--- config.mk ---
export PLATFORM = sky130hd
export DESIGN_NAME = rofm_regs
export DESIGN_NICKNAME = d
export VERILOG_FILES = /design/src/rofm_pkg.sv /design/src/rofm_rail_gate.sv /design/src/rofm_out_pin.sv /design/src/rofm_regs.sv
export SDC_FILE = /design/constraint.sdc
export NUM_CORES = 1
export LEC_CHECK = 0
export BUFFER_PORTS_ARGS = -buffer_cell sky130_fd_sc_hd__buf_2
export CELL_PAD_IN_SITES_DETAIL_PLACEMENT = 0
export CELL_PAD_IN_SITES_GLOBAL_PLACEMENT = 2
export CORE_MARGIN = 2
export CORE_UTILIZATION = 30
export DETAILED_ROUTE_END_ITERATION = 16
export GPL_TIMING_DRIVEN = 0
export PLACE_DENSITY = 0.76
export SETUP_SLACK_MARGIN = 0.3
export SLEW_MARGIN = 25
export SYNTH_ARGS = -nofsm -noshare
export SYNTH_HDL_FRONTEND = slang
export SYNTH_SLANG_ARGS = --single-unit
--- constraint.sdc ---
create_clock -name clk_sys -period 6.39 [get_ports clk_sys]
set_input_delay 1.278 -clock clk_sys [delete_from_list [all_inputs] [get_ports clk_sys]]
set_output_delay 1.278 -clock clk_sys [all_outputs]
set_load 0.03 [all_outputs]
--- src/rofm_pkg.sv ---
// shared constants, types and states of the rail override register bank
package rofm_pkg;
   // register offsets on the serial register port
   localparam logic [7:0] OFS_FORCE_LEVEL = 8'hA1;
   localparam logic [7:0] OFS_MASK_FIRST = 8'hA2;
   localparam logic [7:0] OFS_MASK_SECOND = 8'hA3;
   localparam logic [7:0] UNMAPPED_READ = 8'h00;
   // force-on bits of the force/level register
   localparam int POS_LINREG_A3_FORCE = 0;
   localparam int POS_SWITCH_B1_FORCE = 1;
   localparam int POS_SHARED_FORCE = 2;
   localparam int POS_TERM_FORCE = 3;
   // output one level sits here, outputs two to four above it
   localparam int POS_LEVEL_LSB = 4;
   localparam int NUM_OUTPUTS = 4;
   // second mask register: five masks, then three reserved bits
   localparam int MASK_SECOND_USED = 5;
   localparam int POS_RSVD_ZERO = 6;
   localparam int POS_RSVD_ONE = 5;
   localparam logic RSVD_FIXED_VAL = 1'b0;
   localparam logic RSVD_ZERO_RST = 1'b0;
   localparam logic RSVD_ONE_RST = 1'b1;
   localparam logic LEVEL_PG_RST = 1'b0;
   // first mask register is eight rails, second adds five
   localparam int NUM_FAULT_RAILS = 13;
   // rail enable vector indices
   localparam int RAIL_LINREG_A3 = 0;
   localparam int RAIL_SWITCH_B1 = 1;
   localparam int RAIL_SWITCH_B2 = 2;
   localparam int RAIL_TERM = 3;
   localparam int RAIL_LINREG_A1 = 4;
   localparam int NUM_RAILS = 5;
   // disable input indices, bit low means forced off
   localparam int DIS_LINREG_A3 = 0;
   localparam int DIS_SWITCH_B1 = 1;
   localparam int DIS_SHARED = 2;
   localparam int DIS_TERM = 3;
   localparam int NUM_DISABLES = 4;
   // serial framing
   localparam logic [3:0] BITS_PER_BYTE = 4'h8;
   localparam logic [3:0] LAST_SEND_BIT = 4'h7;
   localparam logic [7:0] PTR_STEP = 8'h01;
   // how a general output is driven
   typedef enum logic [1:0] {
      ROFM_OUT_PG = 2'h0,
      ROFM_OUT_OD = 2'h1,
      ROFM_OUT_PP = 2'h2
   } rofm_out_mode_t;
   // factory configuration presented to the bank
   typedef struct packed {
      logic [7:0] forceLevelDefault;
      logic [7:0] maskFirstDefault;
      logic [4:0] maskSecondDefault;
      rofm_out_mode_t [3:0] outMode;
      logic sharedIsLinregA1;
   } rofm_otp_t;
   // serial target states
   typedef enum logic [4:0] {
      ST_IDLE = 5'h01,
      ST_RECV = 5'h02,
      ST_ACK = 5'h04,
      ST_SEND = 5'h08,
      ST_RACK = 5'h10
   } rofm_state_t;
endpackage

--- src/rofm_rail_gate.sv ---
// one rail enable: disable bit, software force and pin request
`timescale 1ns/10ps
`default_nettype none
module rofm_rail_gate (
   input wire logic clk_sys,
   input wire logic reset,
   input wire logic forceOn,
   input wire logic pinRequest,
   input wire logic enableAllowed,
   output logic railOn
);
   // disable dominates, then force, then the pin or power-good request
   always_ff @(posedge clk_sys) begin
      if (reset) begin
         railOn <= 1'b0;
      end else begin
         railOn <= enableAllowed & (forceOn | pinRequest);
      end
   end
endmodule
`default_nettype wire

--- src/rofm_out_pin.sv ---
// one general output pin: software level, open drain or power-good
`timescale 1ns/10ps
`default_nettype none
module rofm_out_pin #(
   parameter bit OD_ONLY = 1'b0 // pin cannot be push-pull
) (
   input wire logic clk_sys,
   input wire logic reset,
   input wire rofm_pkg::rofm_out_mode_t mode,
   input wire logic level,
   input wire logic pgGood,
   output logic pinOut,
   output logic pinOeN
);
   // pin stays released in reset; low enable means driving
   always_ff @(posedge clk_sys) begin
      if (reset) begin
         pinOut <= 1'b0;
         pinOeN <= 1'b1;
      end else begin
         case (mode)
            rofm_pkg::ROFM_OUT_PP: begin
               // a push-pull request on an open-drain-only pin degrades
               pinOut <= OD_ONLY ? 1'b0 : level;
               pinOeN <= OD_ONLY ? level : 1'b0;
            end
            rofm_pkg::ROFM_OUT_OD: begin
               pinOut <= 1'b0;
               pinOeN <= level;
            end
            default: begin
               // grouping logic owns the pin, level bit unused
               pinOut <= 1'b0;
               pinOeN <= pgGood;
            end
         endcase
      end
   end
endmodule
`default_nettype wire

--- src/rofm_regs.sv ---
// rail force-on, output level and fault mask registers with serial port
`timescale 1ns/10ps
`default_nettype none
module rofm_regs #(
   parameter logic [6:0] DEV_ADDR = 7'h5E // arbitrary target address
) (
   input wire logic clk_sys,
   input wire logic reset,
   input wire rofm_pkg::rofm_otp_t otpConfig,
   input wire logic sclIn,
   input wire logic sdaIn,
   output logic sdaOut,
   output logic sdaOeN,
   input wire logic [rofm_pkg::NUM_RAILS-1:0] railRequest,
   input wire logic [rofm_pkg::NUM_DISABLES-1:0] railAllowed,
   input wire logic [rofm_pkg::NUM_FAULT_RAILS-1:0] railFault,
   input wire logic [rofm_pkg::NUM_OUTPUTS-1:0] pgTree,
   output logic [rofm_pkg::NUM_OUTPUTS-1:0] outPin,
   output logic [rofm_pkg::NUM_OUTPUTS-1:0] outOeN,
   output logic [rofm_pkg::NUM_RAILS-1:0] railOn,
   output logic shutdownRequest
);
   if (DEV_ADDR == 7'h00) begin : g_bad_addr
      $error("general call address cannot be the target address");
   end

   // pin synchronisers, third stage only for edge detection
   logic sclQ1, sclQ2, sclQ3;
   logic sdaQ1, sdaQ2, sdaQ3;
   logic sclRise, sclFall, startSeen, stopSeen;
   // serial target state
   rofm_pkg::rofm_state_t state;
   logic [3:0] bitCnt; // bits moved in the current byte
   logic [7:0] shiftReg; // byte being received or sent
   logic firstByte; // next byte is the address byte
   logic ptrPhase; // next written byte is the pointer
   logic readMode; // addressed for reading
   logic [7:0] ptr; // register pointer, auto-increments
   // write request handed to the register process
   logic regWrite;
   logic [7:0] wrAddr, wrData;
   // register contents
   logic [7:0] forceLevel; // force-on and output level bits
   logic [7:0] maskFirst; // masks, first rail group
   logic [4:0] maskSecond; // masks, second rail group
   logic rsvdZero, rsvdOne; // writable reserved bits
   logic [7:0] next_forceLevelRst; // reset image of forceLevel
   logic [7:0] readData; // byte at the pointer
   logic [7:0] maskSecondRead; // full view of the second register
   // rail steering vectors
   logic [rofm_pkg::NUM_RAILS-1:0] forceVec, allowVec;
   logic sharedToA1;

   // two flops per pin before any logic looks at it
   always_ff @(posedge clk_sys) begin
      if (reset) begin
         sclQ1 <= 1'b1;
         sclQ2 <= 1'b1;
         sclQ3 <= 1'b1;
         sdaQ1 <= 1'b1;
         sdaQ2 <= 1'b1;
         sdaQ3 <= 1'b1;
      end else begin
         sclQ1 <= sclIn;
         sclQ2 <= sclQ1;
         sclQ3 <= sclQ2;
         sdaQ1 <= sdaIn;
         sdaQ2 <= sdaQ1;
         sdaQ3 <= sdaQ2;
      end
   end

   // bus events seen on the synchronised levels
   assign sclRise = sclQ2 & ~sclQ3;
   assign sclFall = ~sclQ2 & sclQ3;
   assign startSeen = sclQ2 & sclQ3 & sdaQ3 & ~sdaQ2;
   assign stopSeen = sclQ2 & sclQ3 & ~sdaQ3 & sdaQ2;

   // second mask register as read back, bit seven fixed
   assign maskSecondRead = {rofm_pkg::RSVD_FIXED_VAL, rsvdZero, rsvdOne,
      maskSecond};

   // read multiplexer, unmapped offsets read as zero
   always_comb begin
      case (ptr)
         rofm_pkg::OFS_FORCE_LEVEL: readData = forceLevel;
         rofm_pkg::OFS_MASK_FIRST: readData = maskFirst;
         rofm_pkg::OFS_MASK_SECOND: readData = maskSecondRead;
         default: readData = rofm_pkg::UNMAPPED_READ;
      endcase
   end

   // serial target: address, pointer, then data with auto-increment
   always_ff @(posedge clk_sys) begin
      if (reset) begin
         state <= rofm_pkg::ST_IDLE;
         bitCnt <= 4'h0;
         shiftReg <= 8'h00;
         firstByte <= 1'b0;
         ptrPhase <= 1'b0;
         readMode <= 1'b0;
         ptr <= 8'h00;
         sdaOut <= 1'b0;
         sdaOeN <= 1'b1;
         regWrite <= 1'b0;
         wrAddr <= 8'h00;
         wrData <= 8'h00;
      end else begin
         regWrite <= 1'b0;
         if (startSeen) begin
            // start or repeated start: always look for the address
            state <= rofm_pkg::ST_RECV;
            bitCnt <= 4'h0;
            firstByte <= 1'b1;
            sdaOeN <= 1'b1;
         end else if (stopSeen) begin
            state <= rofm_pkg::ST_IDLE;
            sdaOeN <= 1'b1;
         end else begin
            case (state)
               rofm_pkg::ST_RECV: begin
                  if (sclRise && bitCnt != rofm_pkg::BITS_PER_BYTE) begin
                     shiftReg <= {shiftReg[6:0], sdaQ2};
                     bitCnt <= bitCnt + 4'h1;
                  end else if (sclFall &&
                        bitCnt == rofm_pkg::BITS_PER_BYTE) begin
                     bitCnt <= 4'h0;
                     if (firstByte) begin
                        // foreign address: stay silent until next start
                        if (shiftReg[7:1] == DEV_ADDR) begin
                           readMode <= shiftReg[0];
                           ptrPhase <= ~shiftReg[0];
                           firstByte <= 1'b0;
                           state <= rofm_pkg::ST_ACK;
                           sdaOeN <= 1'b0;
                        end else begin
                           state <= rofm_pkg::ST_IDLE;
                        end
                     end else if (ptrPhase) begin
                        ptr <= shiftReg;
                        ptrPhase <= 1'b0;
                        state <= rofm_pkg::ST_ACK;
                        sdaOeN <= 1'b0;
                     end else begin
                        // data byte, stored one cycle later
                        regWrite <= 1'b1;
                        wrAddr <= ptr;
                        wrData <= shiftReg;
                        ptr <= ptr + rofm_pkg::PTR_STEP;
                        state <= rofm_pkg::ST_ACK;
                        sdaOeN <= 1'b0;
                     end
                  end
               end
               rofm_pkg::ST_ACK, rofm_pkg::ST_RACK: begin
                  // controller nack on a read ends the transfer
                  if (state == rofm_pkg::ST_RACK && sclRise && sdaQ2) begin
                     state <= rofm_pkg::ST_IDLE;
                  end else if (sclFall) begin
                     if (readMode) begin
                        state <= rofm_pkg::ST_SEND;
                        shiftReg <= readData;
                        sdaOeN <= readData[7];
                        ptr <= ptr + rofm_pkg::PTR_STEP;
                     end else begin
                        state <= rofm_pkg::ST_RECV;
                        sdaOeN <= 1'b1;
                     end
                     bitCnt <= 4'h0;
                  end
               end
               rofm_pkg::ST_SEND: begin
                  if (sclFall) begin
                     if (bitCnt == rofm_pkg::LAST_SEND_BIT) begin
                        state <= rofm_pkg::ST_RACK;
                        sdaOeN <= 1'b1;
                        bitCnt <= 4'h0;
                     end else begin
                        shiftReg <= {shiftReg[6:0], 1'b0};
                        sdaOeN <= shiftReg[6];
                        bitCnt <= bitCnt + 4'h1;
                     end
                  end
               end
               default: begin
                  sdaOeN <= 1'b1;
               end
            endcase
         end
      end
   end

   // reset image: grouped outputs get a low level bit
   always_comb begin
      next_forceLevelRst = otpConfig.forceLevelDefault;
      for (int i = 0; i < rofm_pkg::NUM_OUTPUTS; i++) begin
         if (otpConfig.outMode[i] == rofm_pkg::ROFM_OUT_PG) begin
            next_forceLevelRst[rofm_pkg::POS_LEVEL_LSB + i] =
               rofm_pkg::LEVEL_PG_RST;
         end
      end
   end

   // register file: factory defaults on reset, byte writes after
   always_ff @(posedge clk_sys) begin
      if (reset) begin
         forceLevel <= next_forceLevelRst;
         maskFirst <= otpConfig.maskFirstDefault;
         maskSecond <= otpConfig.maskSecondDefault;
         rsvdZero <= rofm_pkg::RSVD_ZERO_RST;
         rsvdOne <= rofm_pkg::RSVD_ONE_RST;
      end else if (regWrite) begin
         case (wrAddr)
            rofm_pkg::OFS_FORCE_LEVEL: forceLevel <= wrData;
            rofm_pkg::OFS_MASK_FIRST: maskFirst <= wrData;
            rofm_pkg::OFS_MASK_SECOND: begin
               // bit seven is not stored, so writes to it vanish
               maskSecond <= wrData[rofm_pkg::MASK_SECOND_USED-1:0];
               rsvdZero <= wrData[rofm_pkg::POS_RSVD_ZERO];
               rsvdOne <= wrData[rofm_pkg::POS_RSVD_ONE];
            end
            default: begin
               // unmapped offsets drop the write
            end
         endcase
      end
   end

   // shutdown only for faults whose mask bit is clear
   always_ff @(posedge clk_sys) begin
      if (reset) begin
         shutdownRequest <= 1'b0;
      end else begin
         shutdownRequest <= |(railFault & ~{maskSecond, maskFirst});
      end
   end

   // shared force bit goes to one rail, the other only follows its pin
   assign sharedToA1 = otpConfig.sharedIsLinregA1;
   always_comb begin
      forceVec = '0;
      allowVec = '1;
      forceVec[rofm_pkg::RAIL_LINREG_A3] =
         forceLevel[rofm_pkg::POS_LINREG_A3_FORCE];
      allowVec[rofm_pkg::RAIL_LINREG_A3] =
         railAllowed[rofm_pkg::DIS_LINREG_A3];
      forceVec[rofm_pkg::RAIL_SWITCH_B1] =
         forceLevel[rofm_pkg::POS_SWITCH_B1_FORCE];
      allowVec[rofm_pkg::RAIL_SWITCH_B1] =
         railAllowed[rofm_pkg::DIS_SWITCH_B1];
      forceVec[rofm_pkg::RAIL_TERM] =
         forceLevel[rofm_pkg::POS_TERM_FORCE];
      allowVec[rofm_pkg::RAIL_TERM] = railAllowed[rofm_pkg::DIS_TERM];
      if (sharedToA1) begin
         forceVec[rofm_pkg::RAIL_LINREG_A1] =
            forceLevel[rofm_pkg::POS_SHARED_FORCE];
         allowVec[rofm_pkg::RAIL_LINREG_A1] =
            railAllowed[rofm_pkg::DIS_SHARED];
      end else begin
         forceVec[rofm_pkg::RAIL_SWITCH_B2] =
            forceLevel[rofm_pkg::POS_SHARED_FORCE];
         allowVec[rofm_pkg::RAIL_SWITCH_B2] =
            railAllowed[rofm_pkg::DIS_SHARED];
      end
   end

   // one enable gate per rail
   for (genvar r = 0; r < rofm_pkg::NUM_RAILS; r++) begin : g_rail
      rofm_rail_gate i_rofm_rail_gate (
         .clk_sys(clk_sys),
         .reset(reset),
         .forceOn(forceVec[r]),
         .pinRequest(railRequest[r]),
         .enableAllowed(allowVec[r]),
         .railOn(railOn[r])
      );
   end

   // one driver per general output; output four is open drain only
   for (genvar p = 0; p < rofm_pkg::NUM_OUTPUTS; p++) begin : g_pin
      rofm_out_pin #(
         .OD_ONLY(p == rofm_pkg::NUM_OUTPUTS - 1)
      ) i_rofm_out_pin (
         .clk_sys(clk_sys),
         .reset(reset),
         .mode(otpConfig.outMode[p]),
         .level(forceLevel[rofm_pkg::POS_LEVEL_LSB + p]),
         .pgGood(pgTree[p]),
         .pinOut(outPin[p]),
         .pinOeN(outOeN[p])
      );
   end
endmodule
`default_nettype wire

==> summary.txt <==
min Tclk post-route -> 2.80 ns
most common cell after layout, fill and taps aside -> buf_2
RR Startpoint -> state[4]
DRT met1 WL -> 5700 um
Post-route DRC -> 0
syn avg cell area -> 9.06 um^2
DIE AREA -> 15900 um^2
htree depth -> 3
Worst setup EP type -> flop
Synth Instances -> 494
highest metal used -> met4
RSZ-0062 raised after global routing -> no
mapped cell area -> 4470 um^2
vias after detailed routing -> 3766
pins over their slew limit -> 0
asr flop ratio synth -> 0%
Antenna Cells -> 0
total core area -> 14500 um^2
CTS max path bufs -> 2
first-pass GRT wire length -> 19800 um
CTS tree -> done
clk_skew -> 0.0105 ns
cells on worst reg2reg path -> 8
Critical Path Start -> reset
Root Buffer -> clkbuf_16
Num CTS Buffers -> 9
worst min path class -> reg -> reg
die width -> 126 um
Pwr Density -> 233 nW/um^2
total congestion overflow -> 0
Area contributors post-synth -> dfxtp_1 (30%), edfxtp_1 (14%), mux2i_1 (6.3%)
FF-to-FF End -> wrAddr[1]
most frequent cells in the layout -> buf_2 (74), nand2_1 (67), dfxtp_1 (67)
DR WL met2 -> 6030 um
worst-skew pair later-pin latency -> 0.35 ns
antenna violations before repair -> 0
Post-layout nets -> 654
sequential fraction of the synthesis area -> 44.1%
Setup violations, final -> 0
gpl congestion -> 0.821
hold path endpoint -> sclQ2
CP required -> 6.36 ns
vias in the first global route -> 3728
max_slew headroom -> 36.6%
Reg clk slew, reported paths -> 0.06 ns
Post-DP HPWL -> 9300 um
Synth top area share -> 30.0%
FMAX -> 357 MHz
maximum vdd drop -> 0.139 mV
Antenna Nets Post-Route -> 0
Worst Tran Pin Value -> 0.949 ns
WL final -> 12500 um
largest net degree at the start of global routing -> 15
CP Launch Type -> primary input
crit path kind -> in -> reg
standard-cell rows -> 44
cell accounting for the most synthesized area -> dfxtp_1
Finished Cell Area -> 5400 um^2
Die H -> 126 um
1st-pass router iterations -> 5
Met3 Routed Length -> 594 um
Worst EP arrival -> 2.77 ns
PostCTS Resize Cnt -> 0
setup TNS -> 0 ns
crit path max fanout -> 10
leakage power -> 0.00227 uW
R2R setup slack -> 3.83 ns
dominant synthesized flop cell -> dfxtp_1
placed inst area -> 5080 um^2
outcome -> finished, final reports clean
critical hold path startpoint -> sclQ1
fraction of layout cells with a size suffix above 1 -> 21.7%
Distinct cells, synth -> 62
WL/cell -> 16.3 um
detail-routed via count per cell -> 4.90
cts hold-fix bufs -> 0
initial core utilization -> 30.8%
Final Hold Vio Count -> 0
hold path depth -> 1
total number of yosys warnings -> 0
area delta synth->final -> 20.6%
TritonCTS Sinks -> 88
Total GRT Usage -> 16.0%
synthesized flop and latch total -> 88
Final period util -> 43.9%
number of DRC markers in iteration 0 -> 188
Port-buffer cells -> 73
number of synthesized flops with an enable pin -> 21
I/O Pins -> 76
total of max-cap violations -> 0
setup bufs post-CTS -> 0
kinds of logic (layout without fill, tap and decap cells):
family	after synthesis	count (layout)	share of synthesized area [%]
multiplexers	28	28	6.26
flip-flops	88	88	44.1
other	1	2	0.0838
buffers and inverters	67	156	7.61
AND/OR/NAND/NOR	197	197	22.6
adder cells (fa/ha/maj)	15	15	4.19
AO/OA/AOI/OAI	96	96	14.8
XOR/XNOR	2	2	0.392
state kept, by name, indices dropped and copies added (netlist names), 3 cells and up:
register and count:
g_pin.i_rofm_out_pin.pinOut 3, shiftReg 8, maskSecond 5, ptr 8, wrData 8, forceLevel 8
bitCnt 4, state 5, g_rail.i_rofm_rail_gate.railOn 5, maskFirst 8, wrAddr 8, g_pin.i_rofm_out_pin.pinOeN 4
worst max path at each step:
stage	end	slack, ns	cells past startpoint
final	forceLevel[5]	3.59	4
after global placement	forceLevel[7]	3.18	4
after detailed placement	forceLevel[7]	3.16	4
after global routing	forceLevel[0]	3.43	6
after floorplan	forceLevel[0]	3.94	3
after CTS	forceLevel[3]	3.53	4
metal layers:
| layer | up-vias | global-route usage (%) |
|---|---|---|
| met5 | - | 0 |
| met4 | 0 | 4.07 |
| met3 | 12 | 4.46 |
| met2 | 87 | 27.2 |
| met1 | 1767 | 20.2 |
| li1 | 1900 | - |
synthesized netlist by cell type (2+ instances only):
| master | number |
|---|---|
| dfxtp_1 | 67 |
| nand2_1 | 67 |
| nor2_1 | 45 |
| inv_1 | 31 |
| mux2i_1 | 28 |
| o21ai_0 | 23 |
| edfxtp_1 | 21 |
| a21oi_1 | 19 |
| clkbuf_1 | 16 |
| buf_4 | 15 |
| ha_1 | 15 |
| nand2b_1 | 12 |
| nand3_1 | 11 |
| a222oi_1 | 8 |
| or2_2 | 8 |
| nor2b_1 | 7 |
| and3_1 | 6 |
| o22ai_1 | 6 |
| a311o_1 | 5 |
| and3b_1 | 5 |
| nand3b_1 | 5 |
| nor3_1 | 5 |
| nor3b_1 | 5 |
| a211oi_1 | 4 |
| a31oi_1 | 4 |
| o211ai_1 | 4 |
| a211o_1 | 3 |
| a2bb2oi_1 | 3 |
| nand4_1 | 3 |
| nand4b_1 | 3 |
| or3b_2 | 3 |
| a221oi_1 | 2 |
| buf_6 | 2 |
| o21bai_1 | 2 |
| o31ai_1 | 2 |
| o41ai_1 | 2 |
| or3_1 | 2 |
final cells by class:
type,instances,area [um^2]
fillers,1573,9140
multi-input cells,340,2170
flip-flops and latches,88,1970
repair buffers,73,365
clock buffers,11,233
well taps,184,230
plain buffers,36,224
inverters,31,116
clock inverters,5,81.3
where the power goes:
| part | internal [uW] | switching [uW] | total [uW] | leakage (uW) |
|---|---|---|---|---|
| combinational | 41.2 | 54.6 | 95.8 | 0.00136 |
| sequential | 586 | 8.83 | 595 | 0.000758 |
| clock | 343 | 225 | 568 | 0.000151 |
| total | 971 | 288 | 1260 | 0.00227 |
metrics by stage:
stage          worst slack, ns  instances  power [uW]  util [%]  hold slack [ns]
6_report                  3.59        768        1260      37.1            0.412
3_3_place_gp              3.18        752         703      34.9            0.399
3_5_place_dp              3.16        752         705      35.0            0.396
5_1_grt                   3.43        768        1310      37.1            0.440
2_1_floorplan             3.94        495         663         -            0.389
4_1_cts                   3.53        768        1280      37.1            0.413
critical path, stage by stage:
cell and delay [ns]:
buf_2 0.09, clkbuf_1 0.31, clkbuf_1 0.57, o21bai_1 0.52
Power figures use the tool's default switching activity.
